## src/ddsc_regs.vh

```
`ifndef DDSC_REGS_VH
`define DDSC_REGS_VH

// register byte offsets on the bus
`define DDSC_OFF_CTRL1 5'h00
`define DDSC_OFF_CTRL2 5'h04
`define DDSC_OFF_TUNE 5'h08
`define DDSC_OFF_UPDATE 5'h0C
`define DDSC_OFF_STATUS 5'h10

// register addresses seen by the serial port
`define DDSC_SER_CTRL1 5'h00
`define DDSC_SER_CTRL2 5'h01
`define DDSC_SER_TUNE 5'h04

// control_reg_one fields
`define DDSC_C1_CLK_STOP 4
`define DDSC_C1_LSB_FIRST 8
`define DDSC_C1_SDIO_IN_ONLY 9
`define DDSC_C1_CLR_PHASE 10
`define DDSC_C1_AUTO_CLR 13
`define DDSC_C1_MASK 32'h0000_2710

// control_reg_two fields
`define DDSC_C2_MULT_LO 3
`define DDSC_C2_MULT_HI 7
`define DDSC_C2_XTAL_OUT 9
`define DDSC_C2_MASK 32'h0000_02F8

// reset values: working phase-clear bit set, its buffer clear
`define DDSC_BUF_RESET 32'h0000_0000
`define DDSC_C1_ACTIVE_RESET 32'h0000_0400

// multiplier range that runs the loop
`define DDSC_MULT_MIN 5'h04
`define DDSC_MULT_MAX 5'h14
`define DDSC_MULT_BYPASS 5'h01

// serial frame: instruction byte then one 32-bit word
`define DDSC_SER_INSTR_LAST 6'h07
`define DDSC_SER_LAST_BIT 6'h27
`define DDSC_SER_READ_BIT 7

// bus responses
`define DDSC_RESP_OKAY 2'h0
`define DDSC_RESP_SLVERR 2'h2

`endif

```

## src/ddsc_cos.v

```verilog
`timescale 1ns/1ps
`include "ddsc_regs.vh"

module ddsc_cos
(
  input wire clk_i,
  input wire reset_i,
  input wire [31:0] phase_i,
  output reg [13:0] sample_o
);

  // cosine is sine a quarter turn ahead; top 14 phase bits used
  wire [13:0] turn = phase_i[31:18] + 14'h1000;
  wire [12:0] pos = turn[12:0];
  wire [13:0] rest = 14'h2000 - {1'b0, pos};
  wire [26:0] prod = {14'h0000, pos} * {13'h0000, rest};
  // parabola 4x(1-x) stands in for the half sine: cheap, about 5.6 percent error
  wire [15:0] amp_raw = prod[26:11];
  wire [12:0] amp = (amp_raw > 16'h1FFF) ? 13'h1FFF : amp_raw[12:0];

  ////////////////////////////////////////////////////////////////////////////
  // offset-binary sample for the converter, registered
  always @(posedge clk_i)
  begin
    if (reset_i)
      sample_o <= 14'h2000;
    else if (turn[13])
      sample_o <= 14'h2000 - {1'b0, amp};
    else
      sample_o <= 14'h2000 + {1'b0, amp};
  end

endmodule // ddsc_cos

```

## src/ddsc_serial.v

```verilog
`timescale 1ns/1ps
`include "ddsc_regs.vh"

module ddsc_serial
(
  input wire clk_i,
  input wire reset_i,
  input wire sclk_i,
  input wire sdio_i,
  input wire cs_n_i,
  input wire port_resync_input_i,
  input wire lsb_first_i,
  input wire sdio_input_only_i,
  input wire [31:0] rd_data_i,
  output wire [4:0] addr_o,
  output reg wr_o,
  output reg [31:0] wr_data_o,
  output reg serial_data_output_o,
  output wire sdio_o,
  output wire sdio_oe_n_o
);

  // bit 0 sclk, 1 data, 2 select, 3 resync; select idles high
  localparam [3:0] SYNC_RESET = 4'b0100;
  wire [3:0] raw = {port_resync_input_i, cs_n_i, sdio_i, sclk_i};
  reg [3:0] s1_r;
  reg [3:0] s2_r;
  reg [3:0] s3_r;
  reg [3:0] filt_r;
  reg [5:0] cnt_r;
  reg [7:0] instr_r;
  reg [31:0] shin_r;
  reg [31:0] shout_r;
  reg reading_r;
  reg load_r;

  ////////////////////////////////////////////////////////////////////////////
  // three-stage synchronisers; a level counts once stages 2 and 3 agree
  genvar i;
  generate
    for (i = 0; i < 4; i = i + 1)
    begin : g_sync
      always @(posedge clk_i)
      begin
        if (reset_i)
        begin
          s1_r[i] <= SYNC_RESET[i];
          s2_r[i] <= SYNC_RESET[i];
          s3_r[i] <= SYNC_RESET[i];
          filt_r[i] <= SYNC_RESET[i];
        end
        else
        begin
          s1_r[i] <= raw[i];
          s2_r[i] <= s1_r[i];
          s3_r[i] <= s2_r[i];
          if (s2_r[i] == s3_r[i])
            filt_r[i] <= s3_r[i];
        end
      end
    end
  endgenerate

  wire sclk_rise = s2_r[0] & s3_r[0] & ~filt_r[0];
  wire sclk_fall = ~s2_r[0] & ~s3_r[0] & filt_r[0];
  // resync high aborts like deselect; select low required
  wire active = ~filt_r[2] & ~filt_r[3];
  wire bit_in = filt_r[1];
  wire [7:0] instr_nxt = lsb_first_i ? {bit_in, instr_r[7:1]} : {instr_r[6:0], bit_in};
  wire [31:0] shin_nxt = lsb_first_i ? {bit_in, shin_r[31:1]} : {shin_r[30:0], bit_in};

  assign addr_o = instr_r[4:0];

  ////////////////////////////////////////////////////////////////////////////
  // frame: instruction byte, then a 32-bit word, either order
  always @(posedge clk_i)
  begin
    wr_o <= 1'b0;
    if (reset_i)
    begin
      cnt_r <= 6'h00;
      instr_r <= 8'h00;
      shin_r <= 32'h0000_0000;
      shout_r <= 32'h0000_0000;
      reading_r <= 1'b0;
      load_r <= 1'b0;
      wr_data_o <= 32'h0000_0000;
      serial_data_output_o <= 1'b0;
    end
    else if (!active)
    begin
      cnt_r <= 6'h00; // abort anything in progress
      reading_r <= 1'b0;
      load_r <= 1'b0;
    end
    else
    begin
      load_r <= 1'b0;
      if (load_r)
        shout_r <= rd_data_i;
      if (sclk_rise && cnt_r <= `DDSC_SER_LAST_BIT)
      begin
        cnt_r <= cnt_r + 6'h01;
        if (cnt_r <= `DDSC_SER_INSTR_LAST)
        begin
          instr_r <= instr_nxt;
          if (cnt_r == `DDSC_SER_INSTR_LAST)
          begin
            reading_r <= instr_nxt[`DDSC_SER_READ_BIT];
            load_r <= instr_nxt[`DDSC_SER_READ_BIT];
          end
        end
        else
        begin
          shin_r <= shin_nxt;
          if (cnt_r == `DDSC_SER_LAST_BIT && !reading_r)
          begin
            wr_o <= 1'b1;
            wr_data_o <= shin_nxt;
          end
        end
      end
      // read bits change on the fall, stable at the next rise
      if (sclk_fall && reading_r)
      begin
        serial_data_output_o <= lsb_first_i ? shout_r[0] : shout_r[31];
        shout_r <= lsb_first_i ? {1'b0, shout_r[31:1]} : {shout_r[30:0], 1'b0};
      end
    end
  end

  // 2-wire turns the data pin round for reads; 3-wire keeps it input
  assign sdio_o = serial_data_output_o;
  assign sdio_oe_n_o = ~(reading_r & active & ~sdio_input_only_i);

endmodule // ddsc_serial

```

## src/ddsc_core.v

```verilog
// What this block does
// - 32-bit phase accumulator stepped by tuning word; upper words alias.
// - accumulator phase becomes a cosine amplitude for the 14-bit converter.
// - a zero tuning word holds the present phase, no return to zero.
// - the phase-clear control bit forces accumulator output to zero phase.
// - after reset working clear bit is one, its buffer zero, until update.
// - pll multiplier comes from bits 7 to 3 of control register two.
// - multiplier values 4 through 20 multiply the reference by that value.
// - other multiplier values bypass and power down the pll.
// - oscillator select high enables the crystal oscillator, low disables it.
// - control register one bit 4 stops the clock, oscillator stays powered.
// - control register two bit 9 enables the crystal output buffer while oscillator select is high.
// - serial port reads and writes both control registers and the tuning word, msb or lsb first.
// - serial port works 2-wire with shared data pin or 3-wire.
// - two optional serial inputs: port resync and device select.
// - resync high aborts the transfer; a new one starts once it falls.
// - device select is active low; traffic is ignored while deselected.
//
// The implementer's own choices: the placing of the registers and the AXI4-Lite register port.
`timescale 1ns/1ps
`include "ddsc_regs.vh"

module ddsc_core
#(
  parameter ADDR_W = 5
)
(
  input wire clk_i,
  input wire reset_i,
  // axi4-lite slave
  input wire [ADDR_W-1:0] s_axi_awaddr_i,
  input wire s_axi_awvalid_i,
  output wire s_axi_awready_o,
  input wire [31:0] s_axi_wdata_i,
  input wire [3:0] s_axi_wstrb_i,
  input wire s_axi_wvalid_i,
  output wire s_axi_wready_o,
  output reg [1:0] s_axi_bresp_o,
  output reg s_axi_bvalid_o,
  input wire s_axi_bready_i,
  input wire [ADDR_W-1:0] s_axi_araddr_i,
  input wire s_axi_arvalid_i,
  output wire s_axi_arready_o,
  output reg [31:0] s_axi_rdata_o,
  output reg [1:0] s_axi_rresp_o,
  output reg s_axi_rvalid_o,
  input wire s_axi_rready_i,
  // serial control port pins
  input wire sclk_i,
  input wire sdio_i,
  output wire sdio_o,
  output wire sdio_oe_n_o,
  output wire serial_data_output_o,
  input wire cs_n_i,
  input wire port_resync_input_i,
  // clock section
  input wire oscillator_select_pin_i,
  output reg oscillator_enable_o,
  output reg crystal_out_enable_o,
  output reg clock_buffer_enable_o,
  output reg pll_enable_o,
  output reg [4:0] pll_multiplier_o,
  // converter sample
  output wire [13:0] dac_sample_o
);

  reg [31:0] buf_ctrl1_r;
  reg [31:0] buf_ctrl2_r;
  reg [31:0] buf_tune_r;
  reg [31:0] control_reg_one_r;
  reg [31:0] control_reg_two_r;
  reg [31:0] tuning_word_r;
  reg [31:0] phase_acc_r;
  reg aw_held_r;
  reg w_held_r;
  reg [ADDR_W-1:0] awaddr_r;
  reg [31:0] wdata_r;
  reg [3:0] wstrb_r;
  reg osel_s1_r;
  reg osel_s2_r;
  reg osel_s3_r;
  reg osel_r;
  reg [31:0] axi_rd_data;
  reg axi_rd_hit;
  reg [31:0] ser_rd_data;
  wire [4:0] ser_addr;
  wire ser_wr;
  wire [31:0] ser_wr_data;

  ////////////////////////////////////////////////////////////////////////////
  // byte-lane merge for partial writes
  function [31:0] merge;
    input [31:0] old_v;
    input [31:0] new_v;
    input [3:0] strb;
    integer k;
    begin
      merge = old_v;
      for (k = 0; k < 4; k = k + 1)
        if (strb[k])
          merge[k*8 +: 8] = new_v[k*8 +: 8];
    end
  endfunction

  ////////////////////////////////////////////////////////////////////////////
  // write channel: address and data taken independently
  wire do_write = aw_held_r & w_held_r & ~s_axi_bvalid_o;
  wire wr_ctrl1 = do_write && awaddr_r == `DDSC_OFF_CTRL1;
  wire wr_ctrl2 = do_write && awaddr_r == `DDSC_OFF_CTRL2;
  wire wr_tune = do_write && awaddr_r == `DDSC_OFF_TUNE;
  wire wr_update = do_write && awaddr_r == `DDSC_OFF_UPDATE;
  wire wr_known = wr_ctrl1 | wr_ctrl2 | wr_tune | wr_update | 
                  (do_write && awaddr_r == `DDSC_OFF_STATUS);

  assign s_axi_awready_o = ~aw_held_r;
  assign s_axi_wready_o = ~w_held_r;

  always @(posedge clk_i)
  begin
    if (reset_i)
    begin
      aw_held_r <= 1'b0;
      w_held_r <= 1'b0;
      awaddr_r <= {ADDR_W{1'b0}};
      wdata_r <= 32'h0000_0000;
      wstrb_r <= 4'h0;
      s_axi_bvalid_o <= 1'b0;
      s_axi_bresp_o <= `DDSC_RESP_OKAY;
    end
    else
    begin
      if (s_axi_awvalid_i && !aw_held_r)
      begin
        aw_held_r <= 1'b1;
        awaddr_r <= {s_axi_awaddr_i[ADDR_W-1:2], 2'b00};
      end
      if (s_axi_wvalid_i && !w_held_r)
      begin
        w_held_r <= 1'b1;
        wdata_r <= s_axi_wdata_i;
        wstrb_r <= s_axi_wstrb_i;
      end
      if (do_write)
      begin
        aw_held_r <= 1'b0;
        w_held_r <= 1'b0;
        s_axi_bvalid_o <= 1'b1;
        s_axi_bresp_o <= wr_known ? `DDSC_RESP_OKAY : `DDSC_RESP_SLVERR;
      end
      else if (s_axi_bready_i)
        s_axi_bvalid_o <= 1'b0;
    end
  end

  ////////////////////////////////////////////////////////////////////////////
  // read decode; software sees buffered values
  always @*
  begin
    axi_rd_hit = 1'b1;
    case ({s_axi_araddr_i[ADDR_W-1:2], 2'b00})
      `DDSC_OFF_CTRL1: axi_rd_data = buf_ctrl1_r;
      `DDSC_OFF_CTRL2: axi_rd_data = buf_ctrl2_r;
      `DDSC_OFF_TUNE: axi_rd_data = buf_tune_r;
      `DDSC_OFF_UPDATE: axi_rd_data = 32'h0000_0000;
      `DDSC_OFF_STATUS: axi_rd_data = {phase_acc_r[31:16], 3'h0, pll_multiplier_o,
                                       4'h0, control_reg_one_r[`DDSC_C1_CLR_PHASE],
                                       clock_buffer_enable_o, oscillator_enable_o,
                                       pll_enable_o};
      default:
      begin
        axi_rd_data = 32'h0000_0000;
        axi_rd_hit = 1'b0;
      end
    endcase
  end

  assign s_axi_arready_o = ~s_axi_rvalid_o;

  // read channel: one read in flight, answered the cycle after it is taken
  always @(posedge clk_i)
  begin
    if (reset_i)
    begin
      s_axi_rvalid_o <= 1'b0;
      s_axi_rdata_o <= 32'h0000_0000;
      s_axi_rresp_o <= `DDSC_RESP_OKAY;
    end
    else if (s_axi_arvalid_i && !s_axi_rvalid_o)
    begin
      s_axi_rvalid_o <= 1'b1;
      s_axi_rdata_o <= axi_rd_data;
      s_axi_rresp_o <= axi_rd_hit ? `DDSC_RESP_OKAY : `DDSC_RESP_SLVERR;
    end
    else if (s_axi_rready_i)
      s_axi_rvalid_o <= 1'b0;
  end

  ////////////////////////////////////////////////////////////////////////////
  // serial port; it shares the buffers with the bus
  always @*
  begin
    case (ser_addr)
      `DDSC_SER_CTRL1: ser_rd_data = buf_ctrl1_r;
      `DDSC_SER_CTRL2: ser_rd_data = buf_ctrl2_r;
      `DDSC_SER_TUNE: ser_rd_data = buf_tune_r;
      default: ser_rd_data = 32'h0000_0000;
    endcase
  end

  ddsc_serial u_serial
  (
    .clk_i(clk_i),
    .reset_i(reset_i),
    .sclk_i(sclk_i),
    .sdio_i(sdio_i),
    .cs_n_i(cs_n_i),
    .port_resync_input_i(port_resync_input_i),
    .lsb_first_i(control_reg_one_r[`DDSC_C1_LSB_FIRST]),
    .sdio_input_only_i(control_reg_one_r[`DDSC_C1_SDIO_IN_ONLY]),
    .rd_data_i(ser_rd_data),
    .addr_o(ser_addr),
    .wr_o(ser_wr),
    .wr_data_o(ser_wr_data),
    .serial_data_output_o(serial_data_output_o),
    .sdio_o(sdio_o),
    .sdio_oe_n_o(sdio_oe_n_o)
  );

  ////////////////////////////////////////////////////////////////////////////
  // buffers; a bus write beats a same-cycle serial write
  always @(posedge clk_i)
  begin
    if (reset_i)
    begin
      buf_ctrl1_r <= `DDSC_BUF_RESET; // buffered clear bit starts at zero
      buf_ctrl2_r <= `DDSC_BUF_RESET;
      buf_tune_r <= `DDSC_BUF_RESET;
    end
    else if (do_write)
    begin
      if (wr_ctrl1)
        buf_ctrl1_r <= merge(buf_ctrl1_r, wdata_r, wstrb_r) & `DDSC_C1_MASK;
      if (wr_ctrl2)
        buf_ctrl2_r <= merge(buf_ctrl2_r, wdata_r, wstrb_r) & `DDSC_C2_MASK;
      if (wr_tune)
        buf_tune_r <= merge(buf_tune_r, wdata_r, wstrb_r);
    end
    else if (ser_wr)
    begin
      if (ser_addr == `DDSC_SER_CTRL1)
        buf_ctrl1_r <= ser_wr_data & `DDSC_C1_MASK;
      if (ser_addr == `DDSC_SER_CTRL2)
        buf_ctrl2_r <= ser_wr_data & `DDSC_C2_MASK;
      if (ser_addr == `DDSC_SER_TUNE)
        buf_tune_r <= ser_wr_data;
    end
  end

  ////////////////////////////////////////////////////////////////////////////
  // working registers change only on the update strobe
  always @(posedge clk_i)
  begin
    if (reset_i)
    begin
      control_reg_one_r <= `DDSC_C1_ACTIVE_RESET; // clear held until first update
      control_reg_two_r <= `DDSC_BUF_RESET;
      tuning_word_r <= `DDSC_BUF_RESET;
    end
    else if (wr_update)
    begin
      control_reg_one_r <= buf_ctrl1_r;
      control_reg_two_r <= buf_ctrl2_r;
      tuning_word_r <= buf_tune_r;
    end
  end

  ////////////////////////////////////////////////////////////////////////////
  // phase accumulator; clock stop freezes it, clear still wins
  wire clock_stopped = control_reg_one_r[`DDSC_C1_CLK_STOP];
  wire auto_clear = wr_update & buf_ctrl1_r[`DDSC_C1_AUTO_CLR];
  wire phase_clear = control_reg_one_r[`DDSC_C1_CLR_PHASE] | auto_clear;

  always @(posedge clk_i)
  begin
    if (reset_i)
      phase_acc_r <= 32'h0000_0000;
    else if (phase_clear)
      phase_acc_r <= 32'h0000_0000; // forced to zero phase
    else if (!clock_stopped)
      phase_acc_r <= phase_acc_r + tuning_word_r; // wraps modulo 2^32
  end

  // cosine conversion for the converter
  ddsc_cos u_cos
  (
    .clk_i(clk_i),
    .reset_i(reset_i),
    .phase_i(phase_acc_r),
    .sample_o(dac_sample_o)
  );

  ////////////////////////////////////////////////////////////////////////////
  // oscillator select pin, three-stage filter
  always @(posedge clk_i)
  begin
    if (reset_i)
    begin
      osel_s1_r <= 1'b0;
      osel_s2_r <= 1'b0;
      osel_s3_r <= 1'b0;
      osel_r <= 1'b0;
    end
    else
    begin
      osel_s1_r <= oscillator_select_pin_i;
      osel_s2_r <= osel_s1_r;
      osel_s3_r <= osel_s2_r;
      if (osel_s2_r == osel_s3_r)
        osel_r <= osel_s3_r;
    end
  end

  ////////////////////////////////////////////////////////////////////////////
  // clock section controls; the loop multiplier ignores the clock stop bit
  wire [4:0] mult = control_reg_two_r[`DDSC_C2_MULT_HI:`DDSC_C2_MULT_LO];
  wire mult_in_range = (mult >= `DDSC_MULT_MIN) && (mult <= `DDSC_MULT_MAX);

  always @(posedge clk_i)
  begin
    if (reset_i)
    begin
      oscillator_enable_o <= 1'b0;
      crystal_out_enable_o <= 1'b0;
      clock_buffer_enable_o <= 1'b1;
      pll_enable_o <= 1'b0;
      pll_multiplier_o <= `DDSC_MULT_BYPASS;
    end
    else
    begin
      oscillator_enable_o <= osel_r; // stays on while clock stopped
      crystal_out_enable_o <= osel_r & control_reg_two_r[`DDSC_C2_XTAL_OUT];
      clock_buffer_enable_o <= ~clock_stopped;
      pll_enable_o <= mult_in_range; // out of range powers it down
      pll_multiplier_o <= mult_in_range ? mult : `DDSC_MULT_BYPASS;
    end
  end

endmodule // ddsc_core

```

## config.mk

```make
export PLATFORM = sky130hd
export DESIGN_NAME = ddsc_core
export DESIGN_NICKNAME = d
export VERILOG_FILES = /design/src/ddsc_cos.v /design/src/ddsc_serial.v /design/src/ddsc_core.v
export VERILOG_INCLUDE_DIRS = /design/src
export SDC_FILE = /design/constraint.sdc
export NUM_CORES = 1
export LEC_CHECK = 0
export BUFFER_PORTS_ARGS = -buffer_cell sky130_fd_sc_hd__buf_2
export CAP_MARGIN = 10
export CORE_ASPECT_RATIO = 0.9
export CORE_MARGIN = 3
export CORE_UTILIZATION = 57
export DETAILED_ROUTE_END_ITERATION = 7
export PLACE_DENSITY = 0.87
export SLEW_MARGIN = 20
export SYNTH_ARGS = -nofsm -noshare
export SYNTH_HDL_FRONTEND = slang
export SYNTH_HIERARCHICAL = 1
export SYNTH_SLANG_ARGS = --single-unit
```

## constraint.sdc

```tcl
create_clock -name clk_i -period 7 [get_ports clk_i]
set_input_delay 0.7 -clock clk_i [delete_from_list [all_inputs] [get_ports clk_i]]
set_output_delay 0.7 -clock clk_i [all_outputs]
set_load 0.02 [all_outputs]
```

==> out/metrics.cfg <==
[sta]
hold_ws_ns = 0.315
setup_ws_ns = -0.588
fmax_ghz = 0.132
setup_viol = 14
skew_ns = 0.0227
rsz0062_at_grt = true
hold_violations = 0
tightest_slew_ns = 1.04
maxSlewViolCount = 0
period_needed_ns = 7.59
slew_headroom_pct = 30.8
period_share_pct = 108

[run_status]
status = finished, violations left
violations = negative setup slack

[grt]
antenna_found_initial = 1
grt_max_degree = 147
grt_overflow_total = 0
grt_use_total_pct = 29.1
grt_pass1_vias = 20121
grt_first_pass_wirelength_mm = 102

[synth]
synth-edff-count = 0
postSynth.asyncResetShare_pct = 0
yosysUniqueCellTypes = 95
synth_cells = 2611
ys_seq_elements = 351
yosysWarnings = 6
syn_avg_cell_area_um2 = 8.82
syn-cell-area_um2 = 23000
synth_ff_type = dfxtp_1
seq_area_frac_synth_pct = 30.5

[floorplan]
die_area_um2 = 42900
ios = 125
dieHeight_um = 197
num_rows = 69
fp.dieW_um = 218
core_area_um2 = 39700
initial_core_util_pct = 58.0

[setup_path]
startpoint = phase_acc_r[18]
cp_common_cell = fa_1
required_ns = 7.50
startpoint_type = flip-flop
crit_arrival_ns = 8.08
max_stage_delay_ns = 0.53
worst_path_max_delay_cell = fa_1
crit_type = flip-flop to flip-flop
cp_max_fo = 6
rr_startpoint = phase_acc_r[18]
end_kind = flip-flop

[pwr]
p_clk_share_pct = 47.6
p_int_mw = 3.34
comb_power_share_pct = 5.9
p_per_area_nw_per_um2 = 163
swShare_pct = 24.0
switchingPower_mw = 1.05
leakage_nw = 11.2
vdd_ir_drop_max_v = 0.000205
finalPower_mw = 4.39
pwr-share-seq_pct = 46.5

[job]
cap_violations = 0

[final_layout]
fillers = 2831
design_area_um2 = 26900
area.growth.synth_to_final_pct = 16.6
drive_above_1_share_pct = 20.0
diodes = 0
fin_nets = 3078

[routing]
routed-via-count = 20609
ant_nets = 0
dr.first_iter.drc_count = 2246
dr.pass1.iters = 6
drt-total-wl_mm = 68.2
wl_per_cell_um = 20.5
avgViaCountPerCell = 6.19
drc = 0

[clocking]
path_clk_slew_ns = 0.06
insertion_delay_ns = 0.57
cts_buffer_depth = 3
cts_num_sinks = 351
h-tree-depth = 2
cts_made_buffers = 39
cts_tree = built
cts_root_buf = clkbuf_16

[placement]
postPlaceCellArea_um2 = 24700
place_hpwl_mm = 43.7
portBuffers = 118
place.gp.congestion = 0.908

[hold_path]
hold_class = primary input to flip-flop
min_from = cs_n_i

-- final cells by class --
type	count	area [um^2]	area share, %
inverter	178	673	2.51
clock buffer	56	1100	4.10
tap	532	666	2.48
timing repair buffer	261	1730	6.43
clock inverter	14	199	0.741
multi-input combinational	1939	15400	57.5
sequential	351	7040	26.2
-- sequential cells by signal (all words and copies together), names as in the netlist, 8 cells and up --
name and cells:
buf_tune_r 32, phase_acc_r 32, s_axi_rdata_o 32, tuning_word_r 32, u_serial/shin_r 32, u_serial/shout_r 32, u_serial/wr_data_o 32, wdata_r 32
u_cos/sample_o 14, u_serial/instr_r 8
-- routing by layer --
metal	routed length (um)	global-route usage, %	vias up
li1	-	-	9169
met1	26500	37.8	9940
met2	32200	49.2	1161
met3	5750	4.52	339
met4	3820	11.3	0
met5	0	0	-
-- power by group through the flow --
| stage | registers (mW) | clock network (mW) | logic, mW |
|---|---|---|---|
| 5_1_grt | 2.04 | 2.18 | 0.282 |
| 3_5_place_dp | 2.08 | 0 | 0.221 |
| 4_1_cts | 2.04 | 2.09 | 0.236 |
| 3_3_place_gp | 2.08 | 0 | 0.213 |
| 2_1_floorplan | 2.09 | 0 | 0.142 |
| 6_report | 2.04 | 2.09 | 0.260 |
-- metrics by stage --
step                      TNS (ns)  utilization, %  setup WS [ns]  std cells
after floorplan            -0.0360               -        -0.0243       2623
after global placement      -0.458            62.1         -0.182       3230
after detailed placement     -1.26            62.1         -0.344       3230
after CTS                  -0.0521            66.5        -0.0324       3318
after global routing         -6.28            67.6         -0.732       3331
final                        -4.57            67.6         -0.588       3331
-- path summary, 6_finish.rpt --
| kind | slack, ns | cells past startpoint | to |
|---|---|---|---|
| hold reg to reg | 0.42 | 1 | u_serial/s2_r[2] |
| setup reg to reg | -0.59 | 29 | u_cos/sample_o[12] |
| setup / recovery | -0.59 | 29 | u_cos/sample_o[12] |
| hold / removal | 0.31 | 2 | u_serial/s1_r[2] |
-- synthesized netlist by cell type (5+ instances only) --
cell type / count / area (um^2)
a31o_2: 5 / 43.8
nand4_1: 13 / 81.3
nor3_1: 29 / 145
or2_2: 39 / 244
buf_2: 15 / 75.1
fa_1: 132 / 2640
xnor2_1: 24 / 210
and3_1: 12 / 75.1
ha_1: 118 / 1480
nand2b_1: 147 / 920
or3_1: 9 / 56.3
buf_4: 16 / 120
a22o_1: 29 / 254
a21o_1: 25 / 188
o22ai_1: 5 / 31.3
xor2_1: 14 / 123
and4_1: 5 / 43.8
a311oi_1: 41 / 359
mux2i_1: 169 / 1690
o21bai_1: 5 / 37.5
inv_1: 178 / 668
nand3_1: 26 / 130
nor2_1: 187 / 702
buf_6: 9 / 101
a21oi_2: 6 / 52.6
and2_1: 44 / 275
nor3b_1: 7 / 52.6
a31oi_1: 6 / 37.5
o21ai_1: 7 / 35.0
o21ai_0: 43 / 215
nor2b_1: 75 / 469
clkbuf_1: 104 / 390
buf_1: 7 / 26.3
o211ai_1: 6 / 45.0
o21a_1: 11 / 82.6
dfxtp_1: 351 / 7030
nand2_1: 312 / 1170
a21oi_1: 180 / 901
a211oi_1: 22 / 165
a22oi_1: 31 / 233
mux2_2: 33 / 372
o2bb2ai_1: 32 / 280
-- cells by family (layout without fill, tap and decap cells) --
logic type      Yosys count  in the layout  synth area share [%]
other cells               3             15                0.0489
xor+xnor                 38             38                  1.44
fa+ha+maj               250            250                  17.9
simple gates            941            941                  20.5
buf+inv                 333            509                  6.19
compound gates          493            493                  14.4
mux                     202            202                  8.96
flops                   351            351                  30.5
-- worst max-delay path: cells and delay by family, from the launching register on --
kind | cells | cell delay, ns
AO/OA/AOI/OAI | 3 | 0.69
XOR/XNOR | 1 | 0.29
adder cells (fa/ha/maj) | 9 | 3.33
buffers and inverters | 4 | 0.53
flip-flops | 1 | 0.34
AND/OR/NAND/NOR | 12 | 2.31
-- layout by cell type, fill, tap and decap left out, types with 96 or more instances in the layout --
master      n
ha_1       96
fa_1      127
inv_1     164
nor2_1    179
mux2i_1   169
nand2_1   305
a21oi_1   171
nand2b_1  138
buf_4     134
dfxtp_1   344
buf_2     117
-- what timing repair did --
item / 4_1_cts / 5_1_grt
endpoints found under the setup margin: 10 / 14
hold buffers: 0 / 0
buffers inserted: 18 / 13
cloned: 0 / 0
pin swaps: 63 / 45
resized for setup: 63 / 58
Power figures use the tool's default switching activity.
